<file path="src/design/sra_pkg.sv">
package sra_pkg;

    // ****************************************
    // Register map and field layout
    // ****************************************
    localparam logic [7:0] OFF_ID_WORD     = 8'h00;
    localparam logic [7:0] OFF_ROM_ACCESS  = 8'h04;
    localparam int         ID_PRESENT_BIT  = 24;
    localparam logic [7:0] ID_MAJOR_VER    = 8'h01;
    localparam logic [7:0] ID_MINOR_VER    = 8'h00;
    localparam int         ROM_CLEAR_BIT   = 31;
    localparam int         ROM_TRIG_BIT    = 25;
    localparam int         BE_TOP_LANE     = 3;
    localparam logic [1:0] RESP_OKAY       = 2'h0;
    localparam logic [1:0] RESP_SLVERR     = 2'h2;

    // ****************************************
    // Sizes of the identifier store
    // ****************************************
    localparam int         ROM_AW          = 8;
    localparam int         BIB_BYTES       = 20;
    localparam int         BIB_AW          = 5;
    localparam logic [4:0] BIB_LAST        = 5'h13;

    // ****************************************
    // Types
    // ****************************************
    typedef enum logic [6:0] {
        S_DETECT     = 7'h01,
        S_IDLE       = 7'h02,
        S_CLEAR      = 7'h04,
        S_FETCH_REQ  = 7'h08,
        S_FETCH_WAIT = 7'h10,
        S_BOOT_REQ   = 7'h20,
        S_BOOT_WAIT  = 7'h40
    } sra_state_t;

    typedef struct packed {
        logic              start;
        logic [ROM_AW-1:0] addr;
    } sra_rom_req_t;

    typedef struct packed {
        logic       done;
        logic [7:0] data;
    } sra_rom_rsp_t;

    typedef struct packed {
        logic              we;
        logic [BIB_AW-1:0] addr;
        logic [7:0]        data;
    } sra_mem_wr_t;

    // ****************************************
    // Read words
    // ****************************************
    function automatic logic [31:0] sra_id_word(input logic present);
        sra_id_word = {7'h00, present, ID_MAJOR_VER, 8'h00, ID_MINOR_VER};
    endfunction : sra_id_word

    function automatic logic [31:0] sra_rom_word(input logic clr, input logic trig,
                                                 input logic [7:0] data);
        sra_rom_word = {clr, 5'h00, trig, 1'h0, data, 16'h0000};
    endfunction : sra_rom_word

endpackage : sra_pkg

</file>
<file path="src/design/sra_bib_mem.sv">
module sra_bib_mem
    import sra_pkg::*;
(
    // Clock and reset
    input  logic              ref_clk,
    input  logic              reset_n,
    // Write port
    input  sra_mem_wr_t       wr,
    // Read port
    input  logic [BIB_AW-1:0] rd_addr,
    output logic [7:0]        rd_data
);

    typedef struct packed {
        logic [BIB_BYTES-1:0][7:0] cells;
        logic [7:0]                rdata;
    } sra_mem_st_t;

    sra_mem_st_t st;
    sra_mem_st_t next_st;

    always_comb
    begin
        next_st = st;
        if (wr.we && wr.addr <= BIB_LAST)
        begin
            next_st.cells[wr.addr] = wr.data;
        end
        // Out of range reads give zero rather than an undefined cell
        next_st.rdata = (rd_addr <= BIB_LAST) ? st.cells[rd_addr] : 8'h00;
    end

    always_ff @(posedge ref_clk)
    begin
        if (!reset_n)
            st <= '0;
        else
            st <= next_st;
    end

    assign rd_data = st.rdata;

endmodule : sra_bib_mem

</file>
<file path="src/design/sra_rom_port.sv">
module sra_rom_port
    import sra_pkg::*;
(
    // Clock and reset
    input  logic              ref_clk,
    input  logic              reset_n,
    // Engine side
    input  sra_rom_req_t      req,
    output sra_rom_rsp_t      rsp,
    // Byte reader side
    output logic              rom_rd_req,
    output logic [ROM_AW-1:0] rom_rd_addr,
    input  logic              rom_rd_ack,
    input  logic [7:0]        rom_rd_data
);

    typedef struct packed {
        logic              busy;
        logic [ROM_AW-1:0] addr;
        sra_rom_rsp_t      rsp;
    } sra_port_st_t;

    sra_port_st_t st;
    sra_port_st_t next_st;

    always_comb
    begin
        next_st = st;
        next_st.rsp.done = 1'b0;
        if (st.busy && rom_rd_ack)
        begin
            next_st.busy = 1'b0;
            next_st.rsp.done = 1'b1;
            next_st.rsp.data = rom_rd_data;
        end
        else if (!st.busy && req.start)
        begin
            next_st.busy = 1'b1;
            next_st.addr = req.addr;
        end
    end

    always_ff @(posedge ref_clk)
    begin
        if (!reset_n)
            st <= '0;
        else
            st <= next_st;
    end

    assign rsp         = st.rsp;
    assign rom_rd_req  = st.busy;
    assign rom_rd_addr = st.addr;
endmodule : sra_rom_port

</file>
<file path="src/design/sra_access_top.sv">
// Summary of operation
// - Identification word bits 31..25 always read zero.
// - Bit 24 of identification word shows a detected identifier EEPROM.
// - With EEPROM present, bus information block loads by itself after reset.
// - Identification bits 23..16 read major version 01h.
// - Identification bits 7..0 read minor revision 00h.
// - Identification bits 15..8 read zero.
// - Writing one to bit 31 clears byte address; bit drops when done.
// - Address clear does not fetch byte zero into the read field.
// - Writing one to bit 25 starts reading the currently addressed byte.
// - Bit 25 clears itself when the byte read finishes.
// - Each finished read puts its byte into bits 23..16.
// - Access register bits 30..26, 24 and 15..0 read zero.
module sra_access_top
    import sra_pkg::*;
(
    // Clock and reset
    input  logic              ref_clk,
    input  logic              reset_n,
    // Register bus
    input  logic [7:0]        avs_address,
    input  logic              avs_read,
    input  logic              avs_write,
    input  logic [3:0]        avs_byteenable,
    input  logic [31:0]       avs_writedata,
    output logic [31:0]       avs_readdata,
    output logic [1:0]        avs_response,
    output logic              avs_waitrequest,
    // Identifier EEPROM byte reader
    input  logic              rom_detect,
    output logic              rom_rd_req,
    output logic [ROM_AW-1:0] rom_rd_addr,
    input  logic              rom_rd_ack,
    input  logic [7:0]        rom_rd_data,
    // Bus information block
    input  logic [BIB_AW-1:0] bib_rd_addr,
    output logic [7:0]        bib_rd_data,
    output logic              bib_loaded,
    output logic              rom_present_flag
);

    // ****************************************
    // State
    // ****************************************
    typedef struct packed {
        sra_state_t        fsm;
        logic              present;
        logic              rom_address_clear;
        logic              rom_read_trigger;
        logic [7:0]        rom_read_byte;
        logic [ROM_AW-1:0] rom_addr;
        logic [BIB_AW-1:0] boot_idx;
        logic              loaded;
        logic              waitrequest;
        logic [31:0]       readdata;
        logic [1:0]        response;
    } sra_top_st_t;

    sra_top_st_t  st;
    sra_top_st_t  next_st;
    sra_rom_req_t rom_req;
    sra_rom_rsp_t rom_rsp;
    sra_mem_wr_t  mem_wr;
    logic         take;
    logic         hit_id;
    logic         hit_rom;
    logic         set_lane;

    assign take     = (avs_read || avs_write) && st.waitrequest;
    assign hit_id   = (avs_address == OFF_ID_WORD);
    assign hit_rom  = (avs_address == OFF_ROM_ACCESS);
    assign set_lane = take && avs_write && hit_rom && avs_byteenable[BE_TOP_LANE];

    // ****************************************
    // Next state
    // ****************************************
    always_comb
    begin
        next_st = st;
        rom_req = '0;
        mem_wr  = '0;

        // Answer one cycle after the request is seen, then release
        next_st.waitrequest = !take;
        if (take)
        begin
            next_st.response = RESP_OKAY;
            next_st.readdata = 32'h0000_0000;
            if (hit_id)
            begin
                if (avs_read)
                begin
                    next_st.readdata = sra_id_word(st.present);
                end
            end
            else if (hit_rom)
            begin
                if (avs_read)
                begin
                    next_st.readdata = sra_rom_word(st.rom_address_clear,
                                                    st.rom_read_trigger,
                                                    st.rom_read_byte);
                end
            end
            else
            begin
                next_st.response = RESP_SLVERR;
            end
        end

        unique case (st.fsm)
            S_DETECT:
            begin
                // Strap style capture in the first cycle after reset
                next_st.present = rom_detect;
                next_st.fsm = rom_detect ? S_BOOT_REQ : S_IDLE;
            end
            S_IDLE:
            begin
                if (!st.present)
                begin
                    // No EEPROM: requests complete at once so polling ends
                    next_st.rom_address_clear = 1'b0;
                    next_st.rom_read_trigger  = 1'b0;
                end
                else if (st.rom_address_clear)
                begin
                    next_st.fsm = S_CLEAR;
                end
                else if (st.rom_read_trigger)
                begin
                    next_st.fsm = S_FETCH_REQ;
                end
            end
            S_CLEAR:
            begin
                // Read field left alone on purpose
                next_st.rom_addr = '0;
                next_st.rom_address_clear = 1'b0;
                next_st.fsm = S_IDLE;
            end
            S_FETCH_REQ:
            begin
                rom_req.start = 1'b1;
                rom_req.addr  = st.rom_addr;
                next_st.fsm = S_FETCH_WAIT;
            end
            S_FETCH_WAIT:
            begin
                if (rom_rsp.done)
                begin
                    next_st.rom_read_byte = rom_rsp.data;
                    next_st.rom_addr = st.rom_addr + ROM_AW'(1);
                    next_st.rom_read_trigger = 1'b0;
                    next_st.fsm = S_IDLE;
                end
            end
            S_BOOT_REQ:
            begin
                rom_req.start = 1'b1;
                rom_req.addr  = ROM_AW'(st.boot_idx);
                next_st.fsm = S_BOOT_WAIT;
            end
            S_BOOT_WAIT:
            begin
                if (rom_rsp.done)
                begin
                    mem_wr.we   = 1'b1;
                    mem_wr.addr = st.boot_idx;
                    mem_wr.data = rom_rsp.data;
                    if (st.boot_idx == BIB_LAST)
                    begin
                        next_st.loaded = 1'b1;
                        next_st.fsm = S_IDLE;
                    end
                    else
                    begin
                        next_st.boot_idx = st.boot_idx + BIB_AW'(1);
                        next_st.fsm = S_BOOT_REQ;
                    end
                end
            end
        endcase

        // Software sets last so a set beats a same-cycle completion
        if (set_lane && avs_writedata[ROM_CLEAR_BIT])
        begin
            next_st.rom_address_clear = 1'b1;
        end
        if (set_lane && avs_writedata[ROM_TRIG_BIT])
        begin
            next_st.rom_read_trigger = 1'b1;
        end
    end

    // ****************************************
    // Registers
    // ****************************************
    always_ff @(posedge ref_clk)
    begin
        if (!reset_n)
        begin
            st             <= '0;
            st.fsm         <= S_DETECT;
            st.waitrequest <= 1'b1;
        end
        else
        begin
            st <= next_st;
        end
    end

    assign avs_readdata     = st.readdata;
    assign avs_response     = st.response;
    assign avs_waitrequest  = st.waitrequest;
    assign bib_loaded       = st.loaded;
    assign rom_present_flag = st.present;

    // ****************************************
    // Submodules
    // ****************************************
    sra_rom_port u_rom_port (
        .ref_clk     (ref_clk),
        .reset_n     (reset_n),
        .req         (rom_req),
        .rsp         (rom_rsp),
        .rom_rd_req  (rom_rd_req),
        .rom_rd_addr (rom_rd_addr),
        .rom_rd_ack  (rom_rd_ack),
        .rom_rd_data (rom_rd_data)
    );

    sra_bib_mem u_bib_mem (
        .ref_clk (ref_clk),
        .reset_n (reset_n),
        .wr      (mem_wr),
        .rd_addr (bib_rd_addr),
        .rd_data (bib_rd_data)
    );
endmodule : sra_access_top

</file>
<file path="config.mk">
export PLATFORM = sky130hd
export DESIGN_NAME = sra_access_top
export DESIGN_NICKNAME = d
export VERILOG_FILES = /design/src/design/sra_pkg.sv /design/src/design/sra_bib_mem.sv /design/src/design/sra_rom_port.sv /design/src/design/sra_access_top.sv
export SDC_FILE = /design/constraint.sdc
export NUM_CORES = 1
export LEC_CHECK = 0
export ABC_CLOCK_PERIOD_IN_PS = 2000
export BUFFER_PORTS_ARGS = -buffer_cell sky130_fd_sc_hd__buf_2
export CAP_MARGIN = 15
export CELL_PAD_IN_SITES_DETAIL_PLACEMENT = 1
export CELL_PAD_IN_SITES_GLOBAL_PLACEMENT = 1
export CORE_MARGIN = 3
export CORE_UTILIZATION = 45
export CTS_CLUSTER_SIZE = 10
export DETAILED_ROUTE_END_ITERATION = 8
export PLACE_DENSITY_LB_ADDON = 0.1
export SLEW_MARGIN = 20
export SYNTH_ARGS = -nofsm -noshare
export SYNTH_HDL_FRONTEND = slang
export SYNTH_SLANG_ARGS = --single-unit
</file>
<file path="constraint.sdc">
create_clock -name ref_clk -period 2 [get_ports ref_clk]
set_input_delay 0.2 -clock ref_clk [delete_from_list [all_inputs] [get_ports ref_clk]]
set_output_delay 0.2 -clock ref_clk [all_outputs]
set_load 0.005 [all_outputs]
</file>
==> results by group <==
Global route
  – Pin count of the biggest net entering global routing: 91
  – Global-route wire length before repair: 56.32 mm
  – Vias in the first global route: 10061
  – GRT Overall Usage: 26.60%
  – Number of antenna violations at the first check in global routing: 0
  – Overflow after GRT: 0

Die
  – Core Area: 0.02368 mm2
  – Starting Density: 46.26%
  – Die area: 0.02626 mm2
  – IO Count: 117
  – Chip Height: 162.0 um
  – Chip Width: 162.0 um
  – # rows: 56

Pwr
  – Comb pwr share: 5.3%
  – Flop pwr share: 48.1%
  – Maximum VDD drop: 0.6841 mV
  – P_sw: 2.238 mW
  – Cell area power density: 771.9 mW/mm2
  – Clock Power Share: 46.7%
  – Leakage: 4.312 nW
  – Pint: 7.416 mW
  – Net Sw Frac: 23.18%

Synth
  – Register area share after synthesis: 42.21%
  – Post-synth top area cell: dfxtp_1
  – Yosys top cell area share: 42.21%
  – Synth unique cells: 62
  – Main combinational cell family by area after synthesis: compound AO/OA/AOI/OAI gates
  – Synth Instances: 1274
  – Number of flops mapped to enable cells by yosys: 0
  – Count leader, synth: dfxtp_1
  – Ys async rst share: 0%
  – Synth area leaders: dfxtp_1 (42%), a21oi_1 (7.8%), nand3_1 (7.4%)
  – Syn_area_per_cell: 8.600 um2
  – Synth Area in XOR/XNOR: 0.3997%
  – Commonest register cell after synthesis: dfxtp_1
  – Mux share of post-synthesis cell area: 9.775%
  – Synth cell count leaders: dfxtp_1 (231), a21oi_1 (171), nand3_1 (162)
  – Yosys warns: 0
  – Simple-gate area share of the yosys netlist: 18.43%
  – #FFs+latches synth: 231
  – Mapped Area: 0.01096 mm2
  – Adder-Cell Fraction of Synth Area: 0.2284%
  – Post-synthesis compound-gate area fraction: 20.00%

STA
  – Unrepaired setup endpoints after global routing: false
  – TNS Setup: 0 ps
  – Final Skew: 12.62 ps
  – Final period utilization: 92.78%
  – Final Hold Viols: 0
  – WHS: 29.95 ps
  – Minimum clock period: 1856 ps
  – Rel. slew slack: 26.95%
  – Final-report max-slew violation count: 0
  – Setup ws final: 144.3 ps
  – Endpoints failing setup: 0
  – Least-Margin Pin Slew: 1087 ps
  – Fmax: 0.5389 GHz

Clock tree
  – H-tree Lvls: 1
  – Clock Latency Late Sink: 540 ps
  – Root Buffer: clkbuf_16
  – Clk slew on worst S/H paths: 60 ps
  – CTS tree: done
  – Setup bufs post-CTS: 0
  – Clock sink total: 231
  – Clock Path Buffers: 3
  – CTS buffer count: 28

Drt
  – Iteration count of the initial detailed-routing pass: 5
  – DR WL/cell: 21.70 um
  – Wirelength, routed: 35.20 mm
  – Initial detailed-routing violation count: 750
  – Total number of vias: 9763
  – Remaining antenna violation count: 0
  – Drc violations: 0
  – Vias/cell: 6.019

Worst setup path
  – Max incr delay on CP: 670 ps
  – Critical path, cell by cell: nand4bb_1 -> or4b_4 -> xor2_1 -> nor2_1
  – Worst setup SP type: flip-flop
  – Worst Path Class, Setup: flip-flop to flip-flop
  – Slowest cell on crit path: dfxtp_1
  – Worst-path maximum fanout: 15
  – R2r setup slk: 140 ps
  – Worst r2r path cells: 4
  – CP endpoint: st[36]$_SDFFE_PN0P_
  – R2r startpoint: st[38]$_SDFFE_PN0P_
  – Critical Path RT: 2410 ps
  – FF-to-FF End: st[36]$_SDFFE_PN0P_
  – Launch point of the critical path: st[38]$_SDFFE_PN0P_
  – Crit path DAT: 2260 ps
  – Critical Path End Type: flip-flop

Placement
  – Post-DP HPWL: 21.24 mm
  – Placement Setup Slack: 87.68 ps
  – I/O Buffers: 61
  – GP Congestion: 0.7768
  – Placed Cells: 1569

Layout
  – Layout cells sized above 1: 17.65%
  – Post-Layout Cell Count: 1622
  – Net count, final: 1360
  – # diodes: 0
  – Fillcell total: 2786
  – Area grow syn2layout: 14.15%
  – Final core utilization: 52.81%

Run status
  – Status: finished clean

Run
  – Number of max-cap violations: 0

Min path
  – Class of the worst hold path: primary input to flip-flop
-- cells in the final DEF, fill, tap and decap left out, types with 6 or more instances in the layout --
cell             n
a22oi_1         18
clkbuf_16       29
nand2_1         70
buf_12          15
buf_2           61
nor2b_1         12
nor3_1          10
a21oi_1        171
nand3_1        162
mux2_2          16
mux4_2          24
o21ai_0        123
nor2_1          39
dlygate4sd3_1   15
buf_4           61
o21ai_1         31
nand2b_1        11
a221o_1          8
and3_1          13
o22ai_1          8
a211oi_1        10
a311oi_1        11
inv_1           10
conb_1          22
mux2i_1         35
nor4_4           6
dfxtp_1        231
-- per-stage QoR --
| stage | cell area [um2] | power (mW) |
|---|---|---|
| floorplan | 11040 | 5.058 |
| global placement | 11570 | 5.217 |
| detailed placement | 11570 | 5.223 |
| CTS | 12500 | 9.743 |
| global route | 12510 | 9.967 |
| finish | 12510 | 9.654 |
-- critical path: cells and delay by family (launching register included) --
family / cells / cell delay, ps
xor+xnor: 1 / 160
simple gates: 3 / 900
flops: 1 / 670
-- worst min-delay path by stage --
stage                                            from                                     end  slack, ps  cells after the start
3_5_place_dp   u_rom_port.rom_rd_addr[2]$_SDFFE_PN0P_  u_rom_port.rom_rd_addr[2]$_SDFFE_PN0P_        450                      2
6_report                                   rom_rd_ack          u_rom_port.rsp[6]$_SDFFE_PN0P_         30                      3
4_1_cts                                    rom_rd_ack          u_rom_port.rsp[4]$_SDFFE_PN0P_         10                      3
2_1_floorplan                              rom_detect           rom_present_flag$_SDFFE_PN0N_        340                      2
3_3_place_gp   u_rom_port.rom_rd_addr[1]$_SDFFE_PN0P_  u_rom_port.rom_rd_addr[1]$_SDFFE_PN0P_        440                      2
5_1_grt                                    rom_rd_ack          u_rom_port.rsp[0]$_SDFFE_PN0P_         40                      3
-- logic make-up (layout without fill, tap and decap cells) --
kind of cell    count (synthesis)  in the layout
compound gates                396            396
fa+ha+maj                       2              2
simple gates                  371            371
flops                         231            231
buf+inv                       193            201
xor+xnor                        5              5
other cells                     1             22
mux                            75             75
-- power by group through the flow --
stage	clock [mW]	sequential [mW]	combinational [mW]
after CTS	4.60	4.64	0.505
after detailed placement	0	4.74	0.484
final	4.51	4.64	0.508
after global placement	0	4.74	0.479
after global routing	4.78	4.64	0.546
after floorplan	0	4.73	0.325
-- routing by layer --
| layer | share of wire (%) | vias up | track usage [%] |
|---|---|---|---|
| met5 | 0 | - | 0 |
| met4 | 3.2 | 0 | 8.647 |
| met3 | 4.5 | 57 | 3.188 |
| met2 | 47 | 232 | 44.36 |
| met1 | 45 | 4894 | 36.11 |
| li1 | - | 4580 | - |
-- repair_timing --
action | 4_1_cts | 5_1_grt
endpoints found under the setup margin | 0 | 1
hold endpoints to repair | 12 | 0
hold buffers | 15 | 0
gates resized for setup | 0 | 1
-- cell type report --
class	instances	area [um2]	area share, %
clock inverters	3	18.77	0.1501
well taps	319	399.1	3.191
multi-input cells	871	5446	43.55
repair buffers	152	1214	9.704
flip-flops and latches	231	4624	36.97
inverters	11	46.29	0.3701
clock buffers	35	758.2	6.062
-- state kept, by name, indices dropped and copies added, names as in the netlist --
name	flops
rom_present_flag	1
u_rom_port.rsp	9
u_rom_port.rom_rd_req	1
u_bib_mem.st	160
st	30
avs_readdata	11
avs_response	1
u_bib_mem.rd_data	8
u_rom_port.rom_rd_addr	8
bib_loaded	1
avs_waitrequest	1
Power figures use the tool's default switching activity.
